`src/logic/ftid_pkg.sv`:
```
// package for the 14-bit instruction decoder: field positions, categories, timing
// assumes a single core clock; every user writes ftid_pkg::name
package ftid_pkg;
   localparam int WORD_W = 14;
   localparam int REG_ADDR_W = 7;
   localparam int LIT8_W = 8;
   localparam int LIT11_W = 11;
   localparam int BIT_SEL_W = 3;
   localparam int OP_BYTE_HI = 13;
   localparam int OP_BYTE_LO = 8;
   localparam int OP_BIT_LO = 10;
   localparam int OP_CTRL_LO = 11;
   localparam int TARGET_BIT = 7;
   localparam int BITSEL_HI = 9;
   localparam int BITSEL_LO = 7;
   localparam int PHASES_PER_CYCLE = 4;
   localparam logic [1:0] PHASE_LAST = 2'h3;
   localparam logic [1:0] TOP_BYTE = 2'h0;
   localparam logic [1:0] TOP_BIT = 2'h1;
   localparam logic [1:0] TOP_CTRL = 2'h2;
   localparam logic [2:0] TOP_CALL = 3'h4;
   localparam logic [2:0] TOP_GOTO = 3'h5;
   localparam logic [6:0] REG_LOC_MAX = 7'h7F;
   localparam logic [1:0] CYC_ONE = 2'h1;
   localparam logic [1:0] CYC_TWO = 2'h2;
   typedef enum logic [1:0] {FTID_CAT_BYTE, FTID_CAT_BIT, FTID_CAT_LIT, FTID_CAT_CTRL} ftid_cat_e;
endpackage : ftid_pkg

```
`src/logic/ftid_phase_gen.sv`:
```
// four-phase sequencer: splits each instruction cycle into four oscillator periods
// assumes clk_in is the core oscillator
module ftid_phase_gen
(
   // clock and reset
   input wire logic clk_in,
   input wire logic rstn_in,
   // phase outputs
   output logic [1:0] phase_out,
   output logic cycle_end_out
);
   logic [1:0] phase;
   logic [1:0] next_phase;

   always_comb
   begin
      next_phase = phase + 2'h1;
   end

   always_ff @(posedge clk_in or negedge rstn_in)
   begin
      if (!rstn_in)
      begin
         phase <= 2'h0;
      end
      else
      begin
         phase <= next_phase;
      end
   end

   assign phase_out = phase;
   assign cycle_end_out = (phase == ftid_pkg::PHASE_LAST);
endmodule : ftid_phase_gen

```
`src/logic/ftid_decoder.sv`:
```
// 14-bit instruction decoder: splits words into fields and paces instruction cycles
// assumes program memory holds instr_in stable for a whole instruction cycle
module ftid_decoder
(
   // clock and reset
   input wire logic clk_in,
   input wire logic rstn_in,
   // program memory side
   input wire logic [13:0] instr_in,
   // datapath status
   input wire logic test_true_in,
   input wire logic pc_write_in,
   // cycle pacing
   output logic [1:0] phase_out,
   output logic fetch_out,
   output logic nop_cycle_out,
   // decoded fields
   output ftid_pkg::ftid_cat_e category_out,
   output logic [5:0] opcode_out,
   output logic to_register_out,
   output logic [6:0] register_location_out,
   output logic [2:0] position_in_register_out,
   output logic [7:0] immediate8_out,
   output logic [10:0] immediate11_out,
   output logic [1:0] cycle_count_out
);
   logic cycle_end;
   ftid_pkg::ftid_cat_e cat;
   ftid_pkg::ftid_cat_e next_cat;
   logic [5:0] opcode;
   logic [5:0] next_opcode;
   logic to_reg;
   logic next_to_reg;
   logic [6:0] reg_loc;
   logic [6:0] next_reg_loc;
   logic [2:0] bit_pos;
   logic [2:0] next_bit_pos;
   logic [7:0] lit8;
   logic [7:0] next_lit8;
   logic [10:0] lit11;
   logic [10:0] next_lit11;
   logic [1:0] cyc;
   logic [1:0] next_cyc;
   logic nop_pend;
   logic next_nop_pend;
   logic nop_cyc;
   logic next_nop_cyc;
   logic is_ctrl_xfer;

   ftid_phase_gen u_phase
   (
      .clk_in(clk_in),
      .rstn_in(rstn_in),
      .phase_out(phase_out),
      .cycle_end_out(cycle_end)
   );

   // jumps and calls always change the program counter
   assign is_ctrl_xfer = (instr_in[13:12] == ftid_pkg::TOP_CTRL);

   always_comb
   begin
      next_cat = cat;
      next_opcode = opcode;
      next_to_reg = to_reg;
      next_reg_loc = reg_loc;
      next_bit_pos = bit_pos;
      next_lit8 = lit8;
      next_lit11 = lit11;
      next_cyc = cyc;
      next_nop_pend = nop_pend;
      next_nop_cyc = nop_cyc;
      if (cycle_end)
      begin
         if (nop_pend)
         begin
            // second cycle executes as a no-op; the fetched word is not decoded
            next_nop_cyc = 1'b1;
            next_nop_pend = 1'b0;
         end
         else
         begin
            next_nop_cyc = 1'b0;
            // category from upper bits before any operand is taken
            case (instr_in[13:12])
               ftid_pkg::TOP_BYTE:
               begin
                  next_cat = ftid_pkg::FTID_CAT_BYTE;
                  next_opcode = instr_in[13:8];
               end
               ftid_pkg::TOP_BIT:
               begin
                  next_cat = ftid_pkg::FTID_CAT_BIT;
                  next_opcode = {2'h0, instr_in[13:10]};
               end
               ftid_pkg::TOP_CTRL:
               begin
                  next_cat = ftid_pkg::FTID_CAT_CTRL;
                  next_opcode = {3'h0, instr_in[13:11]};
               end
               default:
               begin
                  next_cat = ftid_pkg::FTID_CAT_LIT;
                  next_opcode = instr_in[13:8];
               end
            endcase
            // operand fields sliced unconditionally; unused fields are don't-care
            next_to_reg = instr_in[7];
            next_reg_loc = instr_in[6:0];
            next_bit_pos = instr_in[9:7];
            next_lit8 = instr_in[7:0];
            next_lit11 = instr_in[10:0];
            next_cyc = is_ctrl_xfer ? ftid_pkg::CYC_TWO : ftid_pkg::CYC_ONE;
            // a jump or call always reloads the program counter, so its second cycle is a no-op
            next_nop_pend = is_ctrl_xfer;
         end
      end
      // a taken skip or program counter write in phases 0 to 2 of execution costs one no-op cycle; one at the phase 3 fetch edge is dropped
      if ((test_true_in || pc_write_in) && !nop_cyc && !cycle_end)
      begin
         next_nop_pend = 1'b1;
         next_cyc = ftid_pkg::CYC_TWO;
      end
   end

   always_ff @(posedge clk_in or negedge rstn_in)
   begin
      if (!rstn_in)
      begin
         cat <= ftid_pkg::FTID_CAT_BYTE;
         opcode <= 6'h00;
         to_reg <= 1'b0;
         reg_loc <= 7'h00;
         bit_pos <= 3'h0;
         lit8 <= 8'h00;
         lit11 <= 11'h000;
         cyc <= ftid_pkg::CYC_ONE;
         nop_pend <= 1'b0;
         nop_cyc <= 1'b0;
      end
      else
      begin
         cat <= next_cat;
         opcode <= next_opcode;
         to_reg <= next_to_reg;
         reg_loc <= next_reg_loc;
         bit_pos <= next_bit_pos;
         lit8 <= next_lit8;
         lit11 <= next_lit11;
         cyc <= next_cyc;
         nop_pend <= next_nop_pend;
         nop_cyc <= next_nop_cyc;
      end
   end

   // ignored positions are simply never looked at
   assign category_out = cat;
   assign opcode_out = opcode;
   assign to_register_out = to_reg;
   assign register_location_out = reg_loc;
   assign position_in_register_out = bit_pos;
   assign immediate8_out = lit8;
   assign immediate11_out = lit11;
   assign cycle_count_out = cyc;
   assign nop_cycle_out = nop_cyc;
   assign fetch_out = cycle_end;

   property p_phase_wrap;
      @(posedge clk_in) disable iff (!rstn_in)
      fetch_out |=> !fetch_out [*3] ##1 fetch_out;
   endproperty
   a_phase_wrap: assert property (p_phase_wrap) else $error("cycle not four periods");

   property p_fields_hold;
      @(posedge clk_in) disable iff (!rstn_in)
      !fetch_out |=> $stable(opcode_out) && $stable(category_out);
   endproperty
   a_fields_hold: assert property (p_fields_hold) else $error("fields moved mid-cycle");

   property p_target;
      @(posedge clk_in) disable iff (!rstn_in)
      (fetch_out && !nop_pend) |=> to_register_out == $past(instr_in[7]);
   endproperty
   a_target: assert property (p_target) else $error("target bit wrong");

   property p_byte;
      @(posedge clk_in) disable iff (!rstn_in)
      (fetch_out && !nop_pend && instr_in[13:12] == 2'h0)
      |=> opcode_out == $past(instr_in[13:8]) && register_location_out == $past(instr_in[6:0]);
   endproperty
   a_byte: assert property (p_byte) else $error("byte decode wrong");

   property p_bit;
      @(posedge clk_in) disable iff (!rstn_in)
      (fetch_out && !nop_pend && instr_in[13:12] == 2'h1)
      |=> position_in_register_out == $past(instr_in[9:7])
      && category_out == ftid_pkg::FTID_CAT_BIT;
   endproperty
   a_bit: assert property (p_bit) else $error("bit decode wrong");

   property p_lit;
      @(posedge clk_in) disable iff (!rstn_in)
      (fetch_out && !nop_pend && instr_in[13:12] == 2'h3)
      |=> immediate8_out == $past(instr_in[7:0]);
   endproperty
   a_lit: assert property (p_lit) else $error("literal decode wrong");

   property p_ctrl;
      @(posedge clk_in) disable iff (!rstn_in)
      (fetch_out && !nop_pend && instr_in[13:12] == 2'h2)
      |=> immediate11_out == $past(instr_in[10:0]) && cycle_count_out == 2'h2;
   endproperty
   a_ctrl: assert property (p_ctrl) else $error("control decode wrong");

   property p_nop;
      @(posedge clk_in) disable iff (!rstn_in)
      (fetch_out && nop_pend) |=> nop_cycle_out [*4] ##1 !nop_cycle_out;
   endproperty
   a_nop: assert property (p_nop) else $error("no-op cycle length wrong");

endmodule : ftid_decoder

```
`config.mk`:
```
export PLATFORM = sky130hd
export DESIGN_NAME = ftid_decoder
export DESIGN_NICKNAME = d
export VERILOG_FILES = /design/src/logic/ftid_pkg.sv /design/src/logic/ftid_phase_gen.sv /design/src/logic/ftid_decoder.sv
export SDC_FILE = /design/constraint.sdc
export NUM_CORES = 1
export LEC_CHECK = 0
export BUFFER_PORTS_ARGS = -buffer_cell sky130_fd_sc_hd__buf_4
export CAP_MARGIN = 30
export CORE_MARGIN = 2
export CORE_UTILIZATION = 40
export CTS_CLUSTER_SIZE = 25
export DETAILED_ROUTE_END_ITERATION = 7
export PLACE_DENSITY = 0.76
export SLEW_MARGIN = 20
export SYNTH_ARGS = -nofsm -noshare
export SYNTH_HDL_FRONTEND = slang
export SYNTH_HIERARCHICAL = 1
export SYNTH_SLANG_ARGS = --single-unit
```
`constraint.sdc`:
```
create_clock -name clk_in -period 1.8 [get_ports clk_in]
set_input_delay 0.36 -clock clk_in [delete_from_list [all_inputs] [get_ports clk_in]]
set_output_delay 0.36 -clock clk_in [all_outputs]
set_load 0.05 [all_outputs]
```
=== After elaboration in Yosys (flattened, before gate mapping) ===
Index checks and enable logic that the tools add are counted.

* Latch bits: 0
* Register bits after elaboration: 44
* Memories kept: 0
* Memory bits (writable): 0
* Bits in read-only memories: 0
* Word-level logic and storage cells: 36

* Reduce and logical (&&, ||, !) cells: 9
* Equal/unequal tests: 4
* Bitwise operators: 1
* $mul: 0
* Shifts and indexed selects: 0
* Muxes and demuxes: 10
* Order comparisons: 0
* Divide/modulo/power cells: 0
* Add/sub/neg operators: 1

{| class="wikitable"
|+ Operator list
! operator !! number
|-
| $pmux W6 S2 || 1
|-
| $mux W2 || 4
|-
| $pmux W2 S3 || 1
|-
| $eq A2 B2 Y1 const B || 2
|-
| $mux W1 || 4
|-
| $reduce_and A2 Y1 || 2
|-
| $add A2 B1 Y2 const B || 1
|-
| $eq A2 B1 Y1 const B || 1
|-
| $logic_and A1 B1 Y1 || 2
|-
| $logic_not A1 Y1 || 2
|-
| $logic_not A2 Y1 || 1
|-
| $ne A2 B1 Y1 const B || 1
|-
| $reduce_bool A2 Y1 || 1
|-
| $logic_or A1 B1 Y1 || 1
|-
| $not A1 Y1 || 1
|}

=== Logic depth before layout (Yosys ltp) ===
* Word-level depth: 5
* Depth in mapped cells: 6
* Mapped depth without buffers: 5

=== By module ===
Netlist, hierarchy kept.

{| class="wikitable"
|+ Modules (own cells, without submodules)
! module !! area an instance (um2) !! cells an instance !! seq. area each (um2) !! times used
|-
| ftid_decoder || 1,128.6 || 95 || 551.8 || 1
|-
| ftid_phase_gen || 66.3 || 4 || 50.0 || 1
|}

=== Worst setup path before layout ===
OpenSTA, ideal clock, no wires.

* Path kind: reg-to-reg
* Start point: register u_phase.phase[0] (netlist: u_phase/phase_out[0])
* End point: register lit11[10] (netlist: immediate11_out[10])
* Cell stages (with the launch flop): 6
* Setup slack: -270 ps
* Period minus slack after synthesis: 2,070 ps
* Required time: 1,675 ps
* Setup time: 125 ps
* Arrival: 1,945 ps
* Cells stage by stage: dfrtp_1 -> ha_1 -> nand2b_1 -> buf_6 -> buf_8 -> mux2_4

* Word-level cells in the longest chain between the ends: 2

{| class="wikitable"
|+ RTL lines
! what !! RTL line !! RTL
|-
| start: declaration || ftid_phase_gen.sv:12 || <nowiki>logic [1:0] phase;</nowiki>
|-
| start signal: assignment || ftid_phase_gen.sv:28 || <nowiki>phase <= next_phase;</nowiki>
|-
| $eq A2 B2 Y1 || ftid_phase_gen.sv:33 || <nowiki>assign cycle_end_out = (phase == ftid_pkg::PHASE_LAST);</nowiki>
|-
| net fetch_out || ftid_decoder.sv:15 || <nowiki>output logic fetch_out,</nowiki>
|-
| $reduce_and A2 Y1 (no source line) || -- ||
|-
| end signal: assignment || ftid_decoder.sv:149 || <nowiki>lit11 <= next_lit11;</nowiki>
|-
| end: declaration || ftid_decoder.sv:40 || <nowiki>logic [10:0] lit11;</nowiki>
|}

The timed path passes the listed nets, and every way through them passes these cells.
A chain may end at the register's enable or synchronous reset.

=== Worst setup path in the final report ===
* Start point: register u_phase.phase[0] (netlist: u_phase/phase_out[0])
* End point: output port fetch_out

* Word-level cells in the longest chain between the ends: 1

{| class="wikitable"
|+ RTL lines
! what !! RTL line
|-
| $eq A2 B2 Y1 || ftid_phase_gen.sv:33
|-
| end: declaration || ftid_decoder.sv:15
|}

Every way passes these cells.

==> summary.txt <==
STA
  – Period utilization: 0.828
  – Clock skew: 0.00634 ns
  – Headroom to the max-slew limit: 0.781
  – Slew Limit Fails: 0
  – Finish-stage setup viols: 0
  – Fmax: 0.671 GHz
  – Fin worst setup slack: 0.310 ns
  – Period minus WS final: 1.49 ns
  – Hold Vio Cnt, Final: 0
  – Slew @ Worst Pin: 0.325 ns
  – Setup TNS: 0 ns
  – RSZ-0062 raised after global routing: no

Critical path
  – Worst flop-to-flop path endpoint: opcode_out[4]
  – R2R setup slack: 0.35 ns
  – Crit Path Max Fanout: 5
  – Critical Path Start Type: register
  – Critical-path top delay cell: dfrtp_1
  – Crit path DAT: 1.13 ns
  – CP required: 1.44 ns
  – Worst Setup Path Type: reg -> out
  – Crit end category: output pin
  – End of the critical path: fetch_out
  – R2R cell count: 4
  – Worst r2r src: u_phase/phase_out[0]
  – Worst-path cell chain: ha_4 > buf_4
  – Critical Path Source: u_phase/phase_out[0]
  – Crit-path max cell delay: 0.45 ns

Finish
  – Layout area overhead: 32.6%
  – Diodes inserted: 0
  – Nets: 168
  – Most common cell after layout, fill and taps aside: buf_4
  – Most frequent cells in the layout: buf_4 (63), dfrtp_1 (23), mux2_2 (8)
  – Layout cells sized above 1: 0.569

CTS
  – H-tree level count: 1
  – CTS root buf: clkbuf_4
  – Post-CTS setup buffers: 0
  – Clk Latency, worst-skew pair: 0.30 ns
  – CTS tree: yes
  – Total clock sinks: 24
  – Clock transition at path regs: 0.13 ns
  – Clock Path Buffers: 2
  – Post-cts sizing count: 0
  – Number of buffers created by CTS: 3

Drt
  – Post-Route WL: 2.39 mm
  – Drt pass-1 iters: 7
  – Routed WL per cell: 13.7 um
  – Starting DRT DRC Count: 37
  – DR vias: 836
  – Via density: 4.78
  – DRC: 4
  – Routed Antenna Nets: 0

Placed design
  – Pre-CTS WS: 0.351 ns
  – Post-DP HPWL: 1.92 mm
  – Port buffer count: 61
  – Routability cong.: 0.666

GRT
  – Largest net degree at the start of global routing: 25
  – Vias in the first global route: 859
  – First-pass GRT wire length: 3.91 mm
  – Global Route Usage Sum: 0.150
  – Initial antenna violation count: 0
  – Global route overflow: 0

Power and ir drop
  – Clk pwr share: 0.196
  – Part of the power in combinational logic: 0.362
  – Sw frac: 0.379
  – Int Pwr: 0.866 mW
  – Reg power frac: 0.442
  – Leakage: 0.836 nW
  – Peak supply drop: 0.344 mV
  – Pwr/cell area: 880 nW/um2
  – Switch Pwr: 0.529 mW

Logic synthesis
  – Syn avg cell area: 12.1 um2
  – Cells after synthesis: 99
  – Seq cells post-synth: 24
  – Post-Syn Nets: 122
  – Sequential-to-total area share from yosys stat: 0.504
  – Library cells used by synthesis: 24
  – Synth Cell Area: 1190 um2
  – Synth Flop Type: dfrtp_1
  – Post-synth EDFFs: 0
  – Post-synth ARST share: 1.00
  – Ys Warns: 6

Outcome
  – Status: finished, violations left
  – Violated checks: design-rule violations

Die
  – Die width: 58.7 um
  – Initial Utilization: 0.426
  – Number of core rows: 19
  – Die height: 58.7 um
  – CORE AREA: 2810 um2
  – Die ar.: 3440 um2
  – Ports: 62

Worst hold path
  – Worst min path class: in -> reg

Run
  – Max-cap violations: 0
==> Yosys cell counts, types with 2 or more instances <==
cell,n,area (um2)
dfrtp_1,23,576
a221oi_1,2,17.5
nor2b_1,3,18.8
mux2_2,8,90.1
nor2_1,3,11.3
o21ai_0,5,25.0
ha_1,5,62.6
mux2_4,5,75.1
o31ai_1,2,15.0
inv_1,5,18.8
nand2_1,6,22.5
buf_4,20,150
==> final cells by class <==
cell class	count	area [um2]
inverter	5	18.8
multi-input combinational	47	405
fill	257	1220
tap	31	38.8
clock buffer	4	36.3
sequential	24	602
timing repair buffer	64	483
==> cells by family after synthesis <==
group | after synthesis | share of synthesized area
AO/OA/AOI/OAI | 13 | 0.0702
AND/OR/NAND/NOR | 16 | 0.0681
buffers and inverters | 28 | 0.168
multiplexers | 13 | 0.138
adder cells (fa/ha/maj) | 5 | 0.0524
flip-flops | 24 | 0.504
==> state kept, by name, summed over array words and instances (netlist names) <==
signal,cells
cycle_count_out,2
nop_pend,1
register_location_out,6
category_out,2
immediate8_out,1
opcode_out,5
immediate11_out,2
position_in_register_out,2
u_phase/phase_out,2
nop_cycle_out,1
==> layer usage <==
layer | vias to the layer above | track usage | routed length, um
met3 | 2 | 0.0264 | 167
met4 | 0 | 0.0455 | 13
met2 | 40 | 0.279 | 1260
met5 | - | 0 | 0
met1 | 395 | 0.174 | 946
li1 | 399 | - | -
==> power groups by stage <==
stage | logic (mW) | clock network [mW] | registers, mW
CTS | 0.508 | 0.284 | 0.617
finish | 0.504 | 0.274 | 0.616
global placement | 0.500 | 0 | 0.624
global route | 0.529 | 0.299 | 0.624
floorplan | 0.228 | 0 | 0.768
detailed placement | 0.507 | 0 | 0.627
==> what timing repair did <==
action                     4_1_cts  5_1_grt
hold endpoints to repair        23        0
hold buffers                     1        0
setup endpoints to repair        0        0
==> through the flow <==
stage	utilization	total power [mW]	hold WS [ns]	instance area, um2	instances
after floorplan	-	0.996	0.0644	1210	99
after global placement	0.548	1.12	0.270	1540	170
after detailed placement	0.548	1.13	0.273	1540	170
after CTS	0.565	1.41	0.266	1580	175
after global routing	0.565	1.45	0.263	1580	175
final	0.565	1.39	0.272	1580	175
==> worst min-delay path by stage <==
stage                            from                  endpoint  slack [ns]  depth (start not counted)
after detailed placement      rstn_in             opcode_out[3]        0.27                          1
after global routing      instr_in[5]  register_location_out[5]        0.26                          2
after CTS                 instr_in[5]  register_location_out[5]        0.27                          2
after global placement        rstn_in             opcode_out[3]        0.27                          1
after floorplan               rstn_in           category_out[0]        0.06                          0
final                     instr_in[3]  register_location_out[3]        0.27                          2
==> critical path, delay by kind of cell (launching register included) <==
family | cells | cell delay, ns
buffers and inverters | 1 | 0.19
adders and majority gates | 1 | 0.20
DFF | 1 | 0.45
Note: power is estimated with default switching activity, not from simulation.
